`config.mk`:
```
export PLATFORM = sky130hd
export DESIGN_NAME = i2ct_status
export DESIGN_NICKNAME = d
export VERILOG_FILES = /design/src/design/i2ct_pkg.sv /design/src/design/i2ct_addr_cmp.sv /design/src/design/i2ct_status.sv /design/src/design/i2ct_sync.sv
export VERILOG_INCLUDE_DIRS = /design/src /design/src/design
export SDC_FILE = /design/constraint.sdc
export NUM_CORES = 1
export LEC_CHECK = 0
export BUFFER_PORTS_ARGS = -buffer_cell sky130_fd_sc_hd__buf_2
export CAP_MARGIN = 20
export CORE_AREA = 2 2 118 120
export CTS_CLUSTER_DIAMETER = 40
export CTS_CLUSTER_SIZE = 25
export DETAILED_ROUTE_END_ITERATION = 10
export DIE_AREA = 0 0 120 122
export GPL_TIMING_DRIVEN = 0
export HOLD_SLACK_MARGIN = 0.03
export PLACE_DENSITY = 0.76
export SETUP_SLACK_MARGIN = 0.02
export SLEW_MARGIN = 10
export SYNTH_ARGS = -nofsm -noshare
export SYNTH_HDL_FRONTEND = slang
export SYNTH_HIERARCHICAL = 1
export SYNTH_SLANG_ARGS = --single-unit
```
`constraint.sdc`:
```
create_clock -name ref_clk -period 4.5 [get_ports ref_clk]
set_input_delay 0 -clock ref_clk [delete_from_list [all_inputs] [get_ports ref_clk]]
set_output_delay 0 -clock ref_clk [all_outputs]
set_load 0.03 [all_outputs]
```
`src/design/i2ct_cfg.svh`:
```
/*
  Offsets, field positions, reset values and limits of the target status block.
  Assumes byte addresses on an 8-bit register port with 32-bit words.
*/
`ifndef I2CT_CFG_SVH
`define I2CT_CFG_SVH

// ----------------------------------------------------------------------------
// Register offsets
// ----------------------------------------------------------------------------
`define I2CT_OFF_STATUS   8'h00
`define I2CT_OFF_STATE    8'h04
`define I2CT_OFF_TXCNT    8'h08
`define I2CT_OFF_RXCNT    8'h0c
`define I2CT_OFF_IRQ_ENB  8'h10
`define I2CT_OFF_IRQ_RAW  8'h14
`define I2CT_OFF_IRQ_END  8'h18
`define I2CT_OFF_IRQ_CLR  8'h1c
`define I2CT_OFF_RXTRG    8'h20
`define I2CT_OFF_TXTRG    8'h24
`define I2CT_OFF_FLUSH    8'h28
`define I2CT_OFF_ADDRB    8'h2c
`define I2CT_OFF_MASKB    8'h30
`define I2CT_OFF_PERIPHERAL_IDENTITY    8'h34

// ----------------------------------------------------------------------------
// Status field positions
// ----------------------------------------------------------------------------
`define I2CT_ST_DONE      0
`define I2CT_ST_IDLE      1
`define I2CT_ST_WAIT      2
`define I2CT_ST_TXSTALL   3
`define I2CT_ST_RXSTALL   4
`define I2CT_ST_HIT       5
`define I2CT_ST_REFUSED   6
`define I2CT_ST_FIRST     7
`define I2CT_ST_RX_HAS_DATA  8
`define I2CT_ST_RX_AT_CAPACITY    9
`define I2CT_ST_RXTRIG    11
`define I2CT_ST_TX_DRAINED   12
`define I2CT_ST_TX_HAS_ROOM   13
`define I2CT_ST_TXLOW     15
`define I2CT_ST_BUSY      28
`define I2CT_ST_SDA       30
`define I2CT_ST_SCL       31
`define I2CT_ADDRB_EN     15

// ----------------------------------------------------------------------------
// Reset values and limits
// ----------------------------------------------------------------------------
`define I2CT_STATUS_RST   32'h0000_0002
`define I2CT_TRG_RST      5'h08
`define I2CT_MASKB_RST    11'h7fe
`define I2CT_MASKB_ONES   21'h1f_ffff
`define I2CT_CNT_MAX      11'h7fe
`define I2CT_FIFO_FULL    5'h10
// Identity value is arbitrary.
`define I2CT_PERIPHERAL_IDENTITY        32'h5a5a_0001

`endif

```
`src/design/i2ct_pkg.sv`:
```
/*
  Types shared by the target status block.
  Assumes nothing of its surroundings.
*/
package i2ct_pkg;

  // --------------------------------------------------------------------------
  // Transaction phase
  // --------------------------------------------------------------------------
  typedef enum logic [1:0] {
    PH_IDLE,
    PH_ACTIVE,
    PH_HELD
  } i2ct_phase_type;

endpackage

```
`src/design/i2ct_addr_cmp.sv`:
```
/*
  Masked comparison of a received address against one target address.
  Assumes direction in bit 0 and address in bits 10:1 of each operand.
*/
`timescale 1ns/1ns
module i2ct_addr_cmp (
  input  wire logic [10:0] rx_addr,
  input  wire logic [10:0] ref_addr,
  input  wire logic [10:0] mask,
  input  wire logic        long_address_select,
  output logic             hit
);

  logic [10:0] care;

  // A short address only occupies bits 7:0, so upper mask bits are ignored.
  always_comb begin
    care = long_address_select ? mask : {3'b000, mask[7:0]};
    hit  = ((rx_addr ^ ref_addr) & care) == 11'h000;
  end

endmodule // i2ct_addr_cmp

```
`src/design/i2ct_status.sv`:
```
/*
  Status, word counting, interrupt, FIFO threshold and second address logic
  of an I2C target controller, with its register port.
  Assumes the bit shifter and FIFOs sit beside it on ref_clk and report events
  as one-cycle pulses; scl_pin and sda_pin come straight from the bus.
*/
// Our own choices: the placing of the registers and the strobed register port.
// Operation
// - Set done flag when a transaction ends by stop or repeated start.
// - Idle bit reads 1 when idle, 0 when busy; resets to 1.
// - Waiting bit set after a repeated start ends a transaction, until an address match or a stop.
// - Bit 3 shows stall for empty transmit FIFO.
// - Bit 4 shows stall for full receive FIFO.
// - Bit 5 on address match; bit 7 until first received byte follows.
// - Bit 6 set when a data word got a negative acknowledge.
// - Receive FIFO not empty, full, and at or above trigger bits.
// - Transmit FIFO empty, not full, and below trigger bits.
// - Test view shows state, step and both FIFO levels.
// - Count sent data words, 11 bits, holding at 0x7fe.
// - Count received data words, 11 bits, holding at 0x7fe.
// - Interrupt sources 7:0 latch on rising edges of status 7:0.
// - Sources 15:8 are start, stop, underrun, overrun, transmit low, receive trigger, empty, full.
// - Enables gate interrupts; raw and enabled views readable; enables reset 0.
// - Writing 1 to clear register clears that pending bit.
// - Receive trigger level, 5 bits, resets to 0x08.
// - Transmit trigger level, 5 bits, resets to 0x08.
// - Flush bit 0 empties receive FIFO, bit 1 transmit FIFO.
// - Second address matches where its mask bits are 1.
// - Second address used only when enabled; follows primary length mode.
// - Second address layout; mask resets to 0x3ff in bits 10:1.
// - Identity register returns a fixed value.
// - Primary address matches where its mask bits are 1.
// - Long address mode for both addresses comes from the primary register.
`timescale 1ns/1ns
`include "i2ct_cfg.svh"
module i2ct_status
  import i2ct_pkg::*;
(
  input  wire logic        ref_clk,
  input  wire logic        rst,
  input  wire logic        scl_pin,
  input  wire logic        sda_pin,
  input  wire logic [2:0]  ctl_state,
  input  wire logic [3:0]  ctl_step,
  input  wire logic        addr_valid,
  input  wire logic [10:0] rx_addr,
  input  wire logic [10:0] prim_addr,
  input  wire logic [10:0] prim_mask,
  input  wire logic        long_address_select,
  input  wire logic        word_sent,
  input  wire logic        word_received,
  input  wire logic        word_nacked,
  input  wire logic        send_stall_flag,
  input  wire logic        receive_stall_flag,
  input  wire logic        send_underrun,
  input  wire logic        receive_overrun,
  input  wire logic [4:0]  rx_level,
  input  wire logic [4:0]  tx_level,
  input  wire logic [7:0]  reg_addr,
  input  wire logic [31:0] reg_wdata,
  input  wire logic        reg_wr,
  input  wire logic        reg_rd,
  output logic      [31:0] reg_rdata,
  output logic             addr_hit,
  output logic             rx_flush,
  output logic             tx_flush,
  output logic             irq
);

  // --------------------------------------------------------------------------
  // Declarations
  // --------------------------------------------------------------------------
  logic [1:0]     pins_s;
  logic           scl_s;
  logic           sda_s;
  logic           sda_prev_q;
  logic           start_det;
  logic           stop_det;
  logic           busy_q;
  logic           prim_hit;
  logic           sec_hit;
  logic           hit;
  logic           end_evt;
  i2ct_phase_type phase_q;
  i2ct_phase_type phase_d;
  logic           done_q;
  logic           hit_flag_q;
  logic           refused_q;
  logic           first_q;
  logic [31:0]    stat_d;
  logic [31:0]    stat_q;
  logic [10:0]    sent_cnt_q;
  logic [10:0]    recv_cnt_q;
  logic [15:0]    enb_q;
  logic [15:0]    raw_q;
  logic [15:0]    src;
  logic [15:0]    clr;
  logic [4:0]     rxtrg_q;
  logic [4:0]     txtrg_q;
  logic [10:0]    addrb_q;
  logic           second_on_q;
  logic [10:0]    maskb_q;
  logic [1:0]     flush_q;

  function automatic logic is_wr(input logic [7:0] off);
    return reg_wr && (reg_addr == off);
  endfunction

  // --------------------------------------------------------------------------
  // Bus pins and start/stop detection
  // --------------------------------------------------------------------------
  // The link clock is sampled, so the bus must stay well below ref_clk / 4.
  i2ct_sync #(.W(2)) u_sync (
    .ref_clk  (ref_clk),
    .rst      (rst),
    .async_in ({scl_pin, sda_pin}),
    .sync_out (pins_s)
  );

  assign scl_s     = pins_s[1];
  assign sda_s     = pins_s[0];
  assign start_det = scl_s && sda_prev_q && !sda_s;
  assign stop_det  = scl_s && !sda_prev_q && sda_s;

  always_ff @(posedge ref_clk or posedge rst) begin
    if (rst) begin
      sda_prev_q <= 1'b1;
      busy_q     <= 1'b0;
    end else begin
      sda_prev_q <= sda_s;
      if (start_det) begin
        busy_q <= 1'b1;
      end else if (stop_det) begin
        busy_q <= 1'b0;
      end
    end
  end

  // --------------------------------------------------------------------------
  // Address matching
  // --------------------------------------------------------------------------
  i2ct_addr_cmp u_cmp_prim (
    .rx_addr             (rx_addr),
    .ref_addr            (prim_addr),
    .mask                (prim_mask),
    .long_address_select (long_address_select),
    .hit                 (prim_hit)
  );

  i2ct_addr_cmp u_cmp_sec (
    .rx_addr             (rx_addr),
    .ref_addr            (addrb_q),
    .mask                (maskb_q),
    .long_address_select (long_address_select),
    .hit                 (sec_hit)
  );

  assign hit      = addr_valid && (prim_hit || (second_on_q && sec_hit));
  assign addr_hit = hit;

  // --------------------------------------------------------------------------
  // Transaction phase
  // --------------------------------------------------------------------------
  assign end_evt = (phase_q == PH_ACTIVE) && (stop_det || start_det);

  always_comb begin
    phase_d = phase_q;
    unique case (phase_q)
      PH_IDLE: begin
        if (hit) phase_d = PH_ACTIVE;
      end
      PH_ACTIVE: begin
        if (stop_det) phase_d = PH_IDLE;
        else if (start_det) phase_d = PH_HELD;
      end
      PH_HELD: begin
        if (hit) phase_d = PH_ACTIVE;
        else if (stop_det) phase_d = PH_IDLE;
      end
      default: phase_d = PH_IDLE;
    endcase
  end

  always_ff @(posedge ref_clk or posedge rst) begin
    if (rst) begin
      phase_q <= PH_IDLE;
    end else begin
      phase_q <= phase_d;
    end
  end

  // --------------------------------------------------------------------------
  // Sticky transaction flags
  // --------------------------------------------------------------------------
  // Each set is applied after its clear, so a coinciding event is kept.
  always_ff @(posedge ref_clk or posedge rst) begin
    if (rst) begin
      done_q     <= 1'b0;
      hit_flag_q <= 1'b0;
      refused_q  <= 1'b0;
      first_q    <= 1'b0;
    end else begin
      if (hit) done_q <= 1'b0;
      if (end_evt) done_q <= 1'b1;
      if (end_evt) hit_flag_q <= 1'b0;
      if (hit) hit_flag_q <= 1'b1;
      if (hit) refused_q <= 1'b0;
      if (word_nacked) refused_q <= 1'b1;
      if (word_received) first_q <= 1'b0;
      if (hit) first_q <= 1'b1;
    end
  end

  // --------------------------------------------------------------------------
  // Status word
  // --------------------------------------------------------------------------
  always_comb begin
    stat_d                   = 32'h0000_0000;
    stat_d[`I2CT_ST_DONE]    = done_q;
    stat_d[`I2CT_ST_IDLE]    = (phase_q == PH_IDLE);
    stat_d[`I2CT_ST_WAIT]    = (phase_q == PH_HELD);
    stat_d[`I2CT_ST_TXSTALL] = send_stall_flag;
    stat_d[`I2CT_ST_RXSTALL] = receive_stall_flag;
    stat_d[`I2CT_ST_HIT]     = hit_flag_q;
    stat_d[`I2CT_ST_REFUSED] = refused_q;
    stat_d[`I2CT_ST_FIRST]   = first_q;
    stat_d[`I2CT_ST_RX_HAS_DATA] = (rx_level != 5'h00);
    stat_d[`I2CT_ST_RX_AT_CAPACITY]  = (rx_level == `I2CT_FIFO_FULL);
    stat_d[`I2CT_ST_RXTRIG]  = (rx_level >= rxtrg_q);
    stat_d[`I2CT_ST_TX_DRAINED] = (tx_level == 5'h00);
    stat_d[`I2CT_ST_TX_HAS_ROOM] = (tx_level != `I2CT_FIFO_FULL);
    stat_d[`I2CT_ST_TXLOW]   = (tx_level < txtrg_q);
    stat_d[`I2CT_ST_BUSY]    = busy_q;
    stat_d[`I2CT_ST_SDA]     = sda_s;
    stat_d[`I2CT_ST_SCL]     = scl_s;
  end

  always_ff @(posedge ref_clk or posedge rst) begin
    if (rst) begin
      stat_q <= `I2CT_STATUS_RST;
    end else begin
      stat_q <= stat_d;
    end
  end

  // --------------------------------------------------------------------------
  // Word counters
  // --------------------------------------------------------------------------
  always_ff @(posedge ref_clk or posedge rst) begin
    if (rst) begin
      sent_cnt_q <= 11'h000;
      recv_cnt_q <= 11'h000;
    end else if (hit) begin
      sent_cnt_q <= 11'h000;
      recv_cnt_q <= 11'h000;
    end else begin
      if (word_sent && sent_cnt_q != `I2CT_CNT_MAX) begin
        sent_cnt_q <= sent_cnt_q + 11'h001;
      end
      if (word_received && recv_cnt_q != `I2CT_CNT_MAX) begin
        recv_cnt_q <= recv_cnt_q + 11'h001;
      end
    end
  end

  // --------------------------------------------------------------------------
  // Interrupt sources
  // --------------------------------------------------------------------------
  // Level sources 15:12 re-arm while their condition holds, so a clear only
  // sticks once the FIFO condition has gone away.
  always_comb begin
    src[7:0] = stat_d[7:0] & ~stat_q[7:0];
    src[8]   = start_det;
    src[9]   = stop_det;
    src[10]  = send_underrun;
    src[11]  = receive_overrun;
    src[12]  = stat_d[`I2CT_ST_TXLOW];
    src[13]  = stat_d[`I2CT_ST_RXTRIG];
    src[14]  = stat_d[`I2CT_ST_TX_DRAINED];
    src[15]  = stat_d[`I2CT_ST_RX_AT_CAPACITY];
    clr      = is_wr(`I2CT_OFF_IRQ_CLR) ? reg_wdata[15:0] : 16'h0000;
  end

  always_ff @(posedge ref_clk or posedge rst) begin
    if (rst) begin
      raw_q <= 16'h0000;
    end else begin
      raw_q <= (raw_q & ~clr) | src;
    end
  end

  assign irq = |(raw_q & enb_q);

  // --------------------------------------------------------------------------
  // Software registers
  // --------------------------------------------------------------------------
  always_ff @(posedge ref_clk or posedge rst) begin
    if (rst) begin
      enb_q       <= 16'h0000;
      rxtrg_q     <= `I2CT_TRG_RST;
      txtrg_q     <= `I2CT_TRG_RST;
      addrb_q     <= 11'h000;
      second_on_q <= 1'b0;
      maskb_q     <= `I2CT_MASKB_RST;
    end else begin
      if (is_wr(`I2CT_OFF_IRQ_ENB)) enb_q <= reg_wdata[15:0];
      if (is_wr(`I2CT_OFF_RXTRG)) rxtrg_q <= reg_wdata[4:0];
      if (is_wr(`I2CT_OFF_TXTRG)) txtrg_q <= reg_wdata[4:0];
      if (is_wr(`I2CT_OFF_ADDRB)) begin
        addrb_q     <= reg_wdata[10:0];
        second_on_q <= reg_wdata[`I2CT_ADDRB_EN];
      end
      if (is_wr(`I2CT_OFF_MASKB)) maskb_q <= reg_wdata[10:0];
    end
  end

  always_ff @(posedge ref_clk or posedge rst) begin
    if (rst) begin
      flush_q <= 2'b00;
    end else begin
      flush_q <= is_wr(`I2CT_OFF_FLUSH) ? reg_wdata[1:0] : 2'b00;
    end
  end

  assign rx_flush = flush_q[0];
  assign tx_flush = flush_q[1];

  // --------------------------------------------------------------------------
  // Read port
  // --------------------------------------------------------------------------
  always_ff @(posedge ref_clk or posedge rst) begin
    if (rst) begin
      reg_rdata <= 32'h0000_0000;
    end else if (!reg_rd) begin
      reg_rdata <= 32'h0000_0000;
    end else begin
      unique case (reg_addr)
        `I2CT_OFF_STATUS:  reg_rdata <= stat_q;
        `I2CT_OFF_STATE:   reg_rdata <= {13'h0000, tx_level, 1'b0, rx_level,
                                         ctl_step, 1'b0, ctl_state};
        `I2CT_OFF_TXCNT:   reg_rdata <= {21'h00_0000, sent_cnt_q};
        `I2CT_OFF_RXCNT:   reg_rdata <= {21'h00_0000, recv_cnt_q};
        `I2CT_OFF_IRQ_ENB: reg_rdata <= {16'h0000, enb_q};
        `I2CT_OFF_IRQ_RAW: reg_rdata <= {16'h0000, raw_q};
        `I2CT_OFF_IRQ_END: reg_rdata <= {16'h0000, raw_q & enb_q};
        `I2CT_OFF_RXTRG:   reg_rdata <= {27'h000_0000, rxtrg_q};
        `I2CT_OFF_TXTRG:   reg_rdata <= {27'h000_0000, txtrg_q};
        `I2CT_OFF_ADDRB:   reg_rdata <= {16'h0000, second_on_q, 4'h0, addrb_q};
        `I2CT_OFF_MASKB:   reg_rdata <= {`I2CT_MASKB_ONES, maskb_q};
        `I2CT_OFF_PERIPHERAL_IDENTITY:   reg_rdata <= `I2CT_PERIPHERAL_IDENTITY;
        default:           reg_rdata <= 32'h0000_0000;
      endcase
    end
  end
endmodule // i2ct_status

```
`src/design/i2ct_sync.sv`:
```
/*
  Two-stage synchroniser for pin levels.
  Assumes the inputs are asynchronous to ref_clk.
*/
`timescale 1ns/1ns
module i2ct_sync #(
  parameter int W = 2
) (
  input  wire logic         ref_clk,
  input  wire logic         rst,
  input  wire logic [W-1:0] async_in,
  output logic      [W-1:0] sync_out
);

  logic [W-1:0] meta_q;

  always_ff @(posedge ref_clk or posedge rst) begin
    if (rst) begin
      meta_q   <= '1;
      sync_out <= '1;
    end else begin
      meta_q   <= async_in;
      sync_out <= meta_q;
    end
  end

endmodule // i2ct_sync

```
; Word-level counts from Yosys, hierarchy flattened
; Cells that the tools add are included.
[totals]
reg_bits = 150
[classes]
addsub = 2
magnitude_cmp = 2
n_eq_ne = 22
muxes = 25
bitwise = 10
n_reduce_logical = 34
[op_table]
columns = cell, count
row1 = one-hot mux 32 bit (12 select lines), 1
row2 = 2-to-1 mux 11 bit, 6
row3 = "== test 8 x 6 -> 1 bit, second input constant", 6
row4 = bitwise AND 16 bit, 2
row5 = "== test 8 x 5 -> 1 bit, second input constant", 4
row6 = 2-to-1 mux 32 bit, 1
row7 = "adder 11 x 1 -> 11 bit, second input constant", 2
row8 = bitwise AND 11 bit, 2
row9 = logical NOT 11 bit, 2
row10 = "inequality test 11 bit, second input constant", 2
row11 = bitwise XOR 11 bit, 2
row12 = "== test 8 x 4 -> 1 bit, second input constant", 2
row13 = logical AND 1 bit, 16
row14 = 2-to-1 mux 16 bit, 1
row15 = inverter 16 bit, 1
row16 = OR 16 bit, 1
row17 = OR reduction 16 bit, 1
row18 = 2-to-1 mux 2 bit, 6
row19 = nonzero test 2 bit, 6
row20 = 2-to-1 mux 1 bit, 9
row21 = bitwise AND 8 bit, 1
row22 = "== test 8 x 3 -> 1 bit, second input constant", 1
row23 = logical NOT 8 bit, 1
row24 = inverter 8 bit, 1
row25 = 15 further kinds, 18

; Logic depth before layout (Yosys ltp)
[logic_depth]
word_depth = 8
depth_mapped = 9

; By module
; Netlist, hierarchy kept.
[by_module_without_submodules]
columns = module, instances, cells_per_inst, area_each_um2
row1 = i2ct_status, 1, 627, 6949.2
row2 = i2ct_addr_cmp, 2, 19, 151.4
row3 = i2ct_sync, 1, 5, 108.9

; Worst setup path after synthesis
; No wires, ideal clock.
[synth_timing]
path_type = reg-to-reg
from = reg addrb_q[9]
to = reg recv_cnt_q[0]
setup_ps = 147
t_arrival_ps = 1999
required_time_ps = 4353
path_slack_ps = 2353
stages_incl_launch_ff = 10
n_path_buf = 1
synth_period_minus_slack_ps = 2147
cell_sequence = dfrtp_1 -> xor2_1 -> a222oi_1 -> inv_1 -> a21oi_1 -> a21o_1 -> nand2_1 -> inv_1 -> clkbuf_1 -> nor2_1
[synth_via]
elab_chain_len = 7
elab_cells_between_ends = 8
[synth_rtl]
columns = element, line_no
row1 = from (decl), i2ct_status.sv:100  ; logic [10:0] addrb_q;
row2 = from (signal assigned), i2ct_status.sv:310  ; addrb_q <= reg_wdata[10:0];
row3 = bitwise XOR 11 bit (*), i2ct_addr_cmp.sv:19  ; hit = ((rx_addr ^ ref_addr) & care) == 11'h000;
row4 = bitwise AND 11 bit (*), i2ct_addr_cmp.sv:19
row5 = logical NOT 11 bit (*), i2ct_addr_cmp.sv:19
row6 = via sec_hit, i2ct_status.sv:81  ; logic sec_hit;
row7 = logical AND 1 bit (*), i2ct_status.sv:158  ; assign hit = addr_valid && (prim_hit || (second_on_q && sec_hit));
row8 = logical OR 1 bit (*), i2ct_status.sv:158
row9 = logical AND 1 bit (*), i2ct_status.sv:158
row10 = via addr_hit, i2ct_status.sv:64  ; output logic addr_hit,
row11 = 2-to-1 mux 11 bit or nonzero test 2 bit (tied branches), --
row12 = to (signal assigned), i2ct_status.sv:261  ; recv_cnt_q <= recv_cnt_q + 11'h001;
row13 = to (decl), i2ct_status.sv:93  ; logic [10:0] recv_cnt_q;
; Mark *: on every way through the listed nets, which the timed path passes. The rest lies on a longest branch.
; A chain may end at the register's enable or synchronous reset.

; Worst setup path in the final report
[layout_timing]
from = reg addrb_q[9]
to = out addr_hit
[layout_via]
elab_chain_len = 6
[layout_rtl]
columns = element, line_no
row1 = bitwise XOR 11 bit, i2ct_addr_cmp.sv:19
row2 = bitwise AND 11 bit, i2ct_addr_cmp.sv:19
row3 = logical NOT 11 bit, i2ct_addr_cmp.sv:19
row4 = via sec_hit, i2ct_status.sv:81
row5 = logical AND 1 bit, i2ct_status.sv:158
row6 = logical OR 1 bit, i2ct_status.sv:158
row7 = logical AND 1 bit, i2ct_status.sv:158
row8 = to (decl), i2ct_status.sv:64
; The timed path passes the listed nets, and every way through them passes these cells.

==> impl_metrics.py <==
metrics = {
    "status": {
        "outcome": "complete, no violations",
    },
    "die": {
        "core.rowCount": 43,
        "boundaryPins": 141,
        "die-height_um": 122,
        "start_util": 0.545,
        "core_area_mm2": 0.0135,
        "floorplan.die_area_mm2": 0.0146,
        "die_w_um": 120,
    },
    "flow_run": {
        "max_cap_violations": 0,
    },
    "cts": {
        "cts_tree": "yes",
        "insertion_delay_ns": 0.43,
        "worst_setup_hold_path_clk_slew_ns": 0.06,
        "clock_sinks": 142,
        "hold_buffers": 43,
        "cts.htree.levels": 4,
        "cts_setup_buffers": 0,
        "clk_path_buf_depth": 2,
        "cts-root-buf": "clkbuf_16",
        "cts-resized-gates": 0,
        "cts_made_buffers": 17,
    },
    "finish": {
        "area_delta_synth_final_pct": 25.6,
        "utilization": 0.685,
        "multi_input_area_mm2": 0.00345,
        "layout-drive-gt1-share": 0.304,
        "fillCellCount": 1037,
        "register_area_mm2": 0.00358,
        "fin_nets": 973,
        "final_design_area_no_fill_mm2": 0.00924,
        "diodes": 0,
    },
    "synth": {
        "number_of_enable_type_register_cells_in_the_synthesized_netlist": 0,
        "synth_async_sr_flop_share": 1.00,
        "synth_sequential_area_ratio": 0.486,
        "syn_area_per_cell_um2": 11.0,
        "mappedNetlistArea_mm2": 0.00736,
        "synth_seq_cells": 142,
        "synthDominantCellAreaShare": 0.422,
        "postSynthNetCount": 788,
        "ys_top_cells_by_count": "dfrtp_1, nand2_1, mux2_2",
        "ys_types": 60,
        "synth.yosys.warnings": 6,
        "leading_cell_type_by_number_of_instances_after_synthesis": "dfrtp_1",
        "post_synth_inst_count": 670,
        "synth.area.top_cells": "dfrtp_1, dfstp_2, mux2_2, xor2_1, nand2_1",
        "synth_top_area_cell": "dfrtp_1",
        "synthFlopType": "dfrtp_1",
    },
    "worst_setup_path": {
        "crit_path_arrival_time_ns": 2.97,
        "start_kind": "flop",
        "setup.worst_path.end_class": "primary output",
        "cp_max_fo": 10,
        "setup.worst_path.class": "flop to primary output",
        "required_ns": 4.50,
    },
    "timing": {
        "grt_setup_unrepaired": "no",
        "timing.max_slew.rel_slack": 0.498,
        "max_freq_mhz": 337,
        "timing.final.setup_violations": 0,
        "fin_crit_ns": 2.97,
        "finalHoldViolations": 0,
        "max_slew.worst_pin.slew_ns": 0.753,
        "finalClockSkew_ns": 0.00873,
        "total_negative_slack_for_setup_checks_ns": 0,
        "hold_ws_ns": 0.0559,
        "period_share": 0.659,
        "maxSlewViolCount": 0,
    },
    "grt": {
        "grt_start_max_net_pins": 83,
        "antenna_violations_before_repair": 0,
        "grt_util_all_layers": 0.334,
        "grt_pass1_wl_mm": 35.9,
        "grt_pass1_vias": 6339,
        "gr-total-overflow": 0,
    },
    "power_and_ir_drop": {
        "p_leak_nw": 4.35,
        "power_density_mw_per_mm2": 374,
        "total_power_mw": 3.45,
        "max-vdd-ir-drop_mv": 0.267,
    },
    "route": {
        "drt_iter0_markers": 657,
        "dr.pass1.iters": 5,
        "total_length_of_routed_met3_wires_mm": 1.72,
        "uppermost_metal_layer_occupied_by_signal_nets": "met4",
        "drt_drc_violations_left": 0,
        "antenna_violating_nets_post_route": 0,
        "post_drt_via_cell_ratio": 6.08,
        "routedLengthMet1_mm": 10.1,
        "wl_per_cell_um": 22.6,
        "routed_wire_length_mm": 23.6,
        "route.vias.total": 6377,
        "met2RoutedLength_mm": 11.1,
    },
    "placed_design": {
        "place.detailed.hpwl_mm": 17.2,
        "port_buffers": 122,
        "place_area_mm2": 0.00823,
        "place_congestion": 0.970,
    },
    "min_path": {
        "holdCritPathClass": "input pin to flop",
    },
}
[kinds of logic (layout without fill, tap and decap cells)]
kind of cell	count (synthesis)	after routing	share of synthesized area
and+or+nand+nor	186	186	0.135
AOI/OAI and AO/OA	149	149	0.145
DFF	142	142	0.486
muxes	75	75	0.123
buffers and inverters	69	267	0.0457
xor gates and xnor gates	36	36	0.0428
adders and majority gates	13	13	0.0221
[power breakdown]
| group | leakage, nW | internal, mW | switching [mW] | total [mW] |
|---|---|---|---|---|
| clock | 0.268 | 0.830 | 0.557 | 1.39 |
| combinational | 2.32 | 0.226 | 0.283 | 0.510 |
| sequential | 1.77 | 1.40 | 0.155 | 1.56 |
| total | 4.35 | 2.46 | 0.995 | 3.45 |
[metal layers]
metal | GRT usage | vias to the layer above
li1 | - | 2797
met1 | 0.455 | 3214
met2 | 0.527 | 317
met3 | 0.0590 | 49
met4 | 0.146 | 0
met5 | 0 | -
[worst max-delay path, stage by stage (launching register included)]
cell and delay (ns):
dfrtp_1 0.41, xor2_1 0.18, a222oi_1 0.39, inv_1 0.08
a21oi_1 0.16, a21o_1 0.13, nand2_1 0.26, inv_1 0.23
clkbuf_1 0.41, buf_2 0.29
[path summary, 6_finish.rpt]
check,slack (ns),from,depth (start not counted),endpoint
hold reg to reg,0.36,u_sync/meta_q[1],0,u_sync/sync_out[1]
min in group asynchronous,0.22,rst,3,u_sync/meta_q[0]
setup / recovery,1.53,addrb_q[9],9,addr_hit
setup reg to reg,2.00,addrb_q[9],9,sent_cnt_q[5]
hold / removal,0.06,reg_addr[6],4,reg_rdata[4]
max in group asynchronous,3.42,rst,4,maskb_q[4]
[metrics by stage]
stage / std cells / setup WS (ns)
5_1_grt: 1048 / 1.37
4_1_cts: 1048 / 1.56
3_5_place_dp: 973 / 2.03
2_1_floorplan: 670 / 0.827
3_3_place_gp: 972 / -0.622
6_report: 1048 / 1.53
[sequential cells by signal, summed over array words and instances (netlist names), 11 cells and up]
register	count
recv_cnt_q	11
addrb_q	11
stat_q	17
reg_rdata	24
enb_q	16
sent_cnt_q	11
raw_q	16
maskb_q	11
[cell usage in the layout, fill, tap and decap left out, types with 7 or more instances in the layout]
master / Yosys / layout
dfrtp_1: 124 / 124
nand2_1: 59 / 59
a21oi_1: 40 / 40
a21o_1: 11 / 11
a222oi_1: 7 / 7
buf_4: 11 / 11
mux2_4: 10 / 10
nand2b_1: 8 / 8
inv_1: 33 / 32
dlygate4sd3_1: 0 / 43
mux2_2: 41 / 41
nand3_1: 22 / 22
clkbuf_16: 0 / 17
a31oi_1: 7 / 7
xor2_1: 30 / 30
nor2_1: 29 / 29
mux2_1: 15 / 15
dfstp_2: 18 / 18
nor3_1: 7 / 7
and3_1: 10 / 10
nand4_1: 10 / 10
a22oi_1: 18 / 18
clkbuf_1: 9 / 10
o21ai_0: 13 / 13
or3_1: 8 / 8
buf_2: 11 / 133
and2_1: 8 / 8
ha_1: 13 / 13
a22o_1: 22 / 22
[final cells by class]
| type | instances | area share |
|---|---|---|
| Sequential cell | 142 | 0.387 |
| Buffer | 36 | 0.0230 |
| Multi-Input combinational cell | 459 | 0.373 |
| Inverter | 33 | 0.0139 |
| Clock inverter | 13 | 0.0153 |
| Timing Repair Buffer | 166 | 0.116 |
| Tap cell | 180 | 0.0244 |
| Clock buffer | 19 | 0.0479 |
(Power assumes the default switching activity.)
